**config.mk**
```make
export PLATFORM = sky130hd
export DESIGN_NAME = mmd_decode
export DESIGN_NICKNAME = d
export VERILOG_FILES = /design/src/hdl/mmd_pkg.sv /design/src/hdl/mmd_decode.sv
export SDC_FILE = /design/constraint.sdc
export NUM_CORES = 2
export LEC_CHECK = 0
export ABC_AREA = 1
export BUFFER_PORTS_ARGS = -buffer_cell sky130_fd_sc_hd__buf_4
export CORE_UTILIZATION = 28
export CTS_CLUSTER_DIAMETER = 200
export DETAILED_ROUTE_END_ITERATION = 10
export PLACE_DENSITY = 0.52
export REMOVE_ABC_BUFFERS = 1
export SYNTH_ARGS = -nofsm -noshare
export SYNTH_HDL_FRONTEND = slang
export SYNTH_SLANG_ARGS = --single-unit
```
**constraint.sdc**
```tcl
create_clock -name clk -period 2.85 [get_ports clk]
set_input_delay 0 -clock clk [delete_from_list [all_inputs] [get_ports clk]]
set_output_delay 0 -clock clk [all_outputs]
set_load 0.02 [all_outputs]
```
**src/hdl/mmd_pkg.sv**
```systemverilog
// Purpose: constants for the memory map decoder of a small 4-bit controller
// Assumes: 14-bit program addresses, 10-bit data addresses, 4-bit digits
// Notes:   region bounds and vector/stack layout live here; checker, core model and bench repeat them as literals
package mmd_pkg;
    localparam int ROM_AW = 14;
    localparam int RAM_AW = 10;
    localparam int DIG_W  = 4;
    // rom regions
    localparam logic [13:0] ROM_VEC_LAST  = 14'h000f;
    localparam logic [13:0] ROM_ZP_LAST   = 14'h003f;
    localparam logic [13:0] ROM_PAT_LAST  = 14'h0fff;
    localparam logic [13:0] ROM_PAGE_LAST = 14'h0fff;  // per 4k step of rom size
    localparam logic [13:0] ROM_VEC_RESET = 14'h0000;
    localparam int          VEC_STRIDE    = 2;         // each vector slot, two words
    // ram regions
    localparam logic [9:0] RAM_INTC_LAST  = 10'h003;
    localparam logic [9:0] RAM_SFR1_LAST  = 10'h01f;
    localparam logic [9:0] RAM_FLAG_FIRST = 10'h020;
    localparam logic [9:0] RAM_FLAG_LAST  = 10'h023;
    localparam logic [9:0] RAM_SFR2_LAST  = 10'h03f;
    localparam logic [9:0] RAM_MR_FIRST   = 10'h040;
    localparam logic [9:0] RAM_MR_LAST    = 10'h04f;
    localparam logic [9:0] RAM_DATA_LAST  = 10'h1ff;
    localparam logic [9:0] RAM_STK_FIRST  = 10'h3c0;
    localparam logic [9:0] RAM_STK_LAST   = 10'h3ff;
    localparam int         STK_LEVELS     = 16;
    localparam int         RAM_DIGITS     = 512;
    // one-hot region select
    typedef enum logic [6:0] {
        MMD_RG_NONE = 7'h01,
        MMD_RG_INTC = 7'h02,
        MMD_RG_SFR  = 7'h04,
        MMD_RG_FLAG = 7'h08,
        MMD_RG_MR   = 7'h10,
        MMD_RG_DATA = 7'h20,
        MMD_RG_STK  = 7'h40
    } mmd_region_e;
    // stack engine states
    typedef enum logic [3:0] {
        MMD_ST_IDLE = 4'h1,
        MMD_ST_PUSH = 4'h2,
        MMD_ST_POP  = 4'h4,
        MMD_ST_DONE = 4'h8
    } mmd_state_e;
endpackage

```
**src/hdl/mmd_decode.sv**
```systemverilog
// Purpose: program and data memory map decoder with call/interrupt stack
// Assumes: the execution core issues one request a time on the same clock
// Notes:   the data array lives here; core handles instruction semantics
// Notes on behaviour
// reset or accepted interrupt fetches from its vector slot in 0000..000f
// short call targets are confined to rom 0000..003f
// pattern reads reach any rom address 0000..0fff
// program space spans 0000 up to 0fff/1fff/2fff/3fff per rom size
// data memory is 512 four-bit digits shared with mapped registers
// 000..003 hold interrupt bits, bit instructions only, per-bit limits
// 004..01f and 024..03f decode to special function registers
// core must not use bit instructions on special function registers
// 020..023 hold register flags, bit instructions only, per-bit limits
// 040..04f are sixteen memory registers for load/exchange
// call and interrupt push counter, status, carry: four digits, 16 levels
// plain return restores counter; interrupt return also status and carry
// unused stack digits behave as ordinary data memory; the code runs no bit instructions there, only whole-digit read/write
// each data address selects exactly one region
`timescale 1ns/100ps
`default_nettype none
module mmd_decode
    import mmd_pkg::*;
#(
    parameter int         ROM_PAGES  = 4,     // 1..4 blocks of 4k words
    parameter logic [3:0] BIT_SET_OK = 4'hf,  // per-bit set/clear/test permission masks
    parameter logic [3:0] BIT_CLR_OK = 4'hf,
    parameter logic [3:0] BIT_TST_OK = 4'hf
) (
    // clock and reset
    input  wire logic                     clk,
    input  wire logic                     sys_rst,
    // program fetch side
    input  wire logic                     vec_req,       // reset/interrupt accepted
    input  wire logic [2:0]               vec_num,       // 0 = reset
    input  wire logic                     pfetch_req,
    input  wire logic [mmd_pkg::ROM_AW-1:0] pfetch_addr,
    input  wire logic                     short_call_req,
    input  wire logic [5:0]               short_call_tgt,
    input  wire logic                     pattern_req,
    input  wire logic [mmd_pkg::ROM_AW-1:0] pattern_addr,
    output logic [mmd_pkg::ROM_AW-1:0]    rom_addr,
    output logic                          rom_strobe,
    output logic                          rom_fault,
    // data access side
    input  wire logic                     dreq,
    input  wire logic                     dwrite,
    input  wire logic                     bit_set_instr,
    input  wire logic                     bit_clear_instr,
    input  wire logic                     bit_test_instr,
    input  wire logic [1:0]               bit_sel,
    input  wire logic                     memreg_instr,  // load_from_memreg / exchange_memreg
    input  wire logic [mmd_pkg::RAM_AW-1:0] daddr,
    input  wire logic [mmd_pkg::DIG_W-1:0]  dwdata,
    output logic [mmd_pkg::DIG_W-1:0]     drdata,
    output logic                          dvalid,
    output logic                          daccess_err,
    output logic [6:0]                    dregion,
    // stack side
    input  wire logic                     call_push,
    input  wire logic [mmd_pkg::ROM_AW-1:0] push_pc,
    input  wire logic                     push_status,
    input  wire logic                     push_carry,
    input  wire logic                     subroutine_return_instr,
    input  wire logic                     interrupt_return_instr,
    output logic [mmd_pkg::ROM_AW-1:0]    program_counter,
    output logic                          status_flag,
    output logic                          carry_flag,
    output logic                          restore_valid,
    output logic                          flags_restored,
    output logic                          stack_busy,
    output logic                          stack_ovf
);
    import mmd_pkg::*;

    // single region per address; priority chain cannot overlap
    function automatic mmd_region_e region_of(input logic [RAM_AW-1:0] a);
        if (a <= RAM_INTC_LAST)                        return MMD_RG_INTC;
        else if (a <= RAM_SFR1_LAST)                   return MMD_RG_SFR;
        else if (a <= RAM_FLAG_LAST)                   return MMD_RG_FLAG;
        else if (a <= RAM_SFR2_LAST)                   return MMD_RG_SFR;
        else if (a <= RAM_MR_LAST)                     return MMD_RG_MR;
        else if (a <= RAM_DATA_LAST)                   return MMD_RG_DATA;
        else if (a >= RAM_STK_FIRST)                   return MMD_RG_STK;
        else                                           return MMD_RG_NONE;
    endfunction

    // 512 data digits (000..1ff) plus 64 stack digits; stack shares the port
    logic [DIG_W-1:0] mem [0:RAM_DIGITS-1];
    logic [DIG_W-1:0] stk [0:(STK_LEVELS*4)-1];

    mmd_region_e      reg_now;
    logic             bit_op;
    logic             bit_ok;
    logic [13:0]      rom_top;
    logic [5:0]       wptr;
    logic [5:0]       rptr;
    logic [3:0]       stk_lvl_q;
    logic [3:0]       stk_lvl_d;
    logic             full_q;

    assign reg_now = region_of(daddr);
    assign bit_op  = bit_set_instr | bit_clear_instr | bit_test_instr;
    assign bit_ok  = (bit_set_instr & BIT_SET_OK[bit_sel]) | (bit_clear_instr & BIT_CLR_OK[bit_sel])
                   | (bit_test_instr & BIT_TST_OK[bit_sel]);
    assign rom_top = ROM_PAGE_LAST + 14'((ROM_PAGES - 1) * 4096);
    assign wptr    = {stk_lvl_q, 2'b00};

    // program address mux; vector first since it preempts normal fetch
    always_ff @(posedge clk or posedge sys_rst) begin
        if (sys_rst) begin
            rom_addr   <= ROM_VEC_RESET;
            rom_strobe <= 1'b0;
            rom_fault  <= 1'b0;
        end else begin
            rom_strobe <= vec_req | short_call_req | pattern_req | pfetch_req;
            rom_fault  <= 1'b0;
            if (vec_req) begin
                rom_addr <= 14'(vec_num * VEC_STRIDE) & ROM_VEC_LAST;
            end else if (short_call_req) begin
                rom_addr <= {8'h00, short_call_tgt} & ROM_ZP_LAST;
            end else if (pattern_req) begin
                rom_addr  <= pattern_addr & ROM_PAT_LAST;
                rom_fault <= pattern_addr > ROM_PAT_LAST;
            end else if (pfetch_req) begin
                rom_addr  <= pfetch_addr;
                rom_fault <= pfetch_addr > rom_top;
            end
        end
    end

    // data access: flag areas bit-only, sfr whole-digit only, mr via memreg ops
    always_ff @(posedge clk or posedge sys_rst) begin
        if (sys_rst) begin
            drdata      <= 4'h0;
            dvalid      <= 1'b0;
            daccess_err <= 1'b0;
            dregion     <= MMD_RG_NONE;
        end else begin
            dvalid      <= dreq;
            dregion     <= dreq ? reg_now : MMD_RG_NONE;
            daccess_err <= 1'b0;
            drdata      <= 4'h0;
            if (dreq) begin
                case (reg_now)
                    MMD_RG_INTC, MMD_RG_FLAG: begin
                        if (!bit_op || !bit_ok) begin
                            daccess_err <= 1'b1;
                        end else if (bit_test_instr) begin
                            drdata <= {3'b000, mem[daddr[8:0]][bit_sel]};
                        end else begin
                            mem[daddr[8:0]][bit_sel] <= bit_set_instr;
                        end
                    end
                    MMD_RG_SFR: begin
                        // bit ops here are a core fault; flagged, not executed
                        if (bit_op) begin
                            daccess_err <= 1'b1;
                        end else if (dwrite) begin
                            mem[daddr[8:0]] <= dwdata;
                        end else begin
                            drdata <= mem[daddr[8:0]];
                        end
                    end
                    MMD_RG_MR, MMD_RG_DATA: begin
                        // memory registers answer only the memreg load/exchange; refused ops leave them alone
                        if (reg_now == MMD_RG_MR && (bit_op || !memreg_instr)) begin
                            daccess_err <= 1'b1;
                        end else if (bit_op) begin
                            if (bit_test_instr) drdata <= {3'b000, mem[daddr[8:0]][bit_sel]};
                            else mem[daddr[8:0]][bit_sel] <= bit_set_instr;
                        end else if (dwrite) begin
                            mem[daddr[8:0]] <= dwdata;
                        end else begin
                            drdata <= mem[daddr[8:0]];
                        end
                    end
                    MMD_RG_STK: begin
                        if (dwrite) stk[daddr[5:0]] <= dwdata;
                        else drdata <= stk[daddr[5:0]];
                    end
                    default: daccess_err <= 1'b1;
                endcase
            end
            // stack push wins the stack array this cycle; core never overlaps
            if (call_push && !full_q) begin
                stk[wptr]        <= push_pc[3:0];
                stk[wptr + 6'd1] <= push_pc[7:4];
                stk[wptr + 6'd2] <= push_pc[11:8];
                stk[wptr + 6'd3] <= {push_status, push_carry, push_pc[13:12]};
            end
        end
    end

    // once full the counter parks at 15, so the top entry sits at the level itself
    assign rptr      = full_q ? {stk_lvl_q, 2'b00} : {stk_lvl_q - 4'd1, 2'b00};
    assign stk_lvl_d = stk_lvl_q;

    // level counter and restore path
    always_ff @(posedge clk or posedge sys_rst) begin
        if (sys_rst) begin
            stk_lvl_q       <= 4'h0;
            full_q          <= 1'b0;
            program_counter <= 14'h0000;
            status_flag     <= 1'b0;
            carry_flag      <= 1'b0;
            restore_valid   <= 1'b0;
            flags_restored  <= 1'b0;
            stack_busy      <= 1'b0;
            stack_ovf       <= 1'b0;
        end else begin
            restore_valid  <= 1'b0;
            flags_restored <= 1'b0;
            stack_busy     <= call_push | subroutine_return_instr | interrupt_return_instr;
            if (call_push) begin
                if (full_q) begin
                    stack_ovf <= 1'b1;                                         // sticky until reset
                end else if (stk_lvl_q == 4'hf) begin
                    full_q <= 1'b1;
                end else begin
                    stk_lvl_q <= stk_lvl_d + 4'd1;
                end
            end else if ((subroutine_return_instr || interrupt_return_instr) && (full_q || stk_lvl_q != 4'h0)) begin
                program_counter <= {stk[rptr + 6'd3][1:0], stk[rptr + 6'd2], stk[rptr + 6'd1], stk[rptr]};
                restore_valid   <= 1'b1;
                if (interrupt_return_instr) begin
                    status_flag    <= stk[rptr + 6'd3][3];
                    carry_flag     <= stk[rptr + 6'd3][2];
                    flags_restored <= 1'b1;
                end
                if (full_q) full_q <= 1'b0;
                else stk_lvl_q <= stk_lvl_q - 4'd1;
            end
        end
    end
endmodule
`default_nettype wire

```
==> out/metrics.yaml <==
status: "completed"
worst_pin_slew_ns: 1.166
final_cells: 17238
multi_input_area_mm2: 0.03312
synth_seq_cells: 2358
numCtsBuffers: 266
register_area_mm2: 0.07054
rows: 228
r2r_start: "stk_lvl_d[0]"
vias: 86399
clk_pin_slew_worst_paths_ns: 0.06
drv_slew: 0
synth_edf_count: 2304
io_pins: 133
fin_skew_ns: 0.04261
place.gp.congestion: 0.9392
maxCapViolations: 0
async_reset_ff_frac: 0.02290
routed_wl_mm: 407.3
fin_crit_ns: 2.788
cp_top_family: "compound AO/OA/AOI/OAI gates"
utilization: 0.3425
netlist_instances: 11134
synth_area_per_cell_um2: 9.757
p_total_w: 0.08574
die_h_um: 624.9
arrival_ns: 3.52
crit_required_ns: 3.58
layout-area-overhead-vs-synth_pct: 21.70
drcViolationCount: 0
layout.nets: 11956
fin_crit_sh: 0.9781
vdd_drop_max_uv: 659.5
relSlewSlack: 0.2220
ys.warnings.count: 0
start_kind: "register"
critical_path.startpoint: "stk_lvl_d[0]"
grtUsageTotal: 0.2030
grt_pass1_wl_mm: 586.3
critPathSlowestCell: "o311ai_0"
drtIter0Drc: 10079
path_max_fanout: 16
htree_levels: 5
cpPeakStageDelay_ns: 0.76
dp_hpwl_mm: 273.3
grt_max_degree: 127
synth_flop_cell: "edfxtp_1"
worstPathCellList: "inv_1 -> ha_1 -> o21ai_4 -> clkinv_1 -> buf_4 -> o21ai_0 -> a21oi_1 -> o311ai_0 -> nand3_1 -> o21a_1"
rsz0062_at_grt: "no"
die_area_mm2: 0.3905
fill_cells: 39364
leakage_nw: 45.36
fin_ws_ns: 0.06235
port_buffers: 132
layout-drive-gt1-share: 0.1279
netlist_area_mm2: 0.1086
via_per_inst: 5.012
worst_hold_path_type: "primary input to asynchronous set/reset pin"
gr-total-overflow: 0
grt_pass1_vias: 82495
hold_viol_final: 0
die_x_um: 624.9
dp_slack_ns: -0.2186
clk_latency_ns: 0.86
antenna_found_initial: 17
dp.cells: 16659
cts_tree: "built"
fmax_mhz: 358.7
dr.pass1.iters: 6
critPathCaptureType: "register"
power.density_mw_per_mm2: 648.5
clock_path_buffers: 4
clock-sinks: 2358
final_antenna_net_count: 0
coreArea_mm2: 0.3860
wl_per_cell_um: 23.63
cts-root-buf: "clkbuf_16"
path_class: "register to register"
synth.yosys.seq_area_share: 0.6493
start_util: 0.2815
synth_cell_types: 48
path_buf_inv: 3
setup_viol: 0
==> per-stage QoR <==
step | hold WS [ns] | TNS [ns] | area (um^2)
after global routing | 0.04665 | 0 | 132200
after detailed placement | 0.2069 | -3.759 | 122800
after global placement | 0.2038 | -1.322 | 122800
final | 0.03771 | 0 | 132200
after CTS | 0.001516 | 0 | 132200
after floorplan | 0.03143 | - | 104200
==> flip-flops by register name, indices dropped and copies added (netlist names), 4 cells and up <==
signal and cells:
drdata 4, dregion 7, mem 2048, program_counter 14, rom_addr 14, stk 256
stk_lvl_d 4
==> cell type report <==
class	instances	area share
Inverter	193	0.005953
Sequential cell	2358	0.5335
Antenna cell	5	0.00009464
Timing Repair Buffer	1226	0.09894
Tap cell	5175	0.04898
Clock buffer	359	0.05537
Clock inverter	98	0.006606
Multi-Input combinational cell	7824	0.2505
==> layer usage <==
metal | wire [um] | track usage | part of all wire | up-vias
met3 | 32920 | 0.02981 | 0.081 | 717
li1 | - | - | - | 39078
met2 | 183200 | 0.3195 | 0.45 | 3801
met4 | 17120 | 0.07720 | 0.042 | 6
met1 | 174000 | 0.2818 | 0.43 | 42797
met5 | 40 | 0 | 0.000098 | -
==> path summary, 6_finish.rpt <==
kind / end / slack [ns] / cells after the start
max reg2reg: carry_flag / 0.06 / 10
min reg2reg: stack_ovf / 0.49 / 1
min in group clk: rom_addr[2] / 0.05 / 4
max: carry_flag / 0.06 / 10
min: dregion[6] / 0.04 / 3
max in group asynchronous: drdata[1] / 1.97 / 4
==> cells in the mapped netlist (all sizes together), types with 53 or more instances <==
library cell / n / area share
dfrtp: 53 / 0.012
clkbuf: 314 / 0.011
a22oi: 211 / 0.015
nor2: 2500 / 0.087
nand2: 3768 / 0.13
nand3: 153 / 0.0070
o31ai: 65 / 0.0045
nand4: 272 / 0.016
inv: 189 / 0.0065
o21ai: 549 / 0.025
buf: 445 / 0.030
a21oi: 137 / 0.0063
edfxtp: 2304 / 0.64
==> placed cells by master, fill, tap and decap left out, types with 17 or more instances in the layout <==
cell,count
nand2_1,3765
nor2_1,2471
edfxtp_1,2304
buf_4,823
o21ai_0,540
buf_12,286
clkbuf_16,278
nand4_1,271
a22oi_1,211
nand3_1,152
inv_1,148
a21oi_1,136
dlygate4sd3_1,115
clkbuf_1,75
o31ai_1,65
dfrtp_1,53
clkinv_1,47
o22ai_1,38
o221ai_1,34
inv_2,33
o311ai_0,25
clkinv_2,21
nor2_2,17
o21a_1,17
==> worst register-to-register path, stage by stage, from the launching register on <==
cell and delay (ns):
dfrtp_1 0.38, inv_1 0.18, ha_1 0.32, o21ai_4 0.19
clkinv_1 0.11, buf_4 0.20, o21ai_0 0.09, a21oi_1 0.05
o311ai_0 0.76, nand3_1 0.25, o21a_1 0.18
==> where the power goes <==
group,internal [W],switching [W]
combinational,0.00437,0.00918
clock,0.0192,0.0142
sequential,0.0385,0.000226
==> cells by family after synthesis <==
| kind of cell | share of synthesized area |
|---|---|
| simple gates | 0.2407 |
| flops | 0.6493 |
| compound gates | 0.06195 |
| buf+inv | 0.04730 |
| xor+xnor | 0.0004031 |
| fa+ha+maj | 0.0003456 |
==> repair_timing <==
| action | in CTS | in global routing |
|---|---|---|
| resized for setup | 0 | 1 |
| buffers inserted | 0 | 2 |
| endpoints found under the setup margin | 0 | 2 |
| hold endpoints to repair | 369 | 0 |
| hold buffers | 115 | 0 |
(Power assumes the default switching activity.)
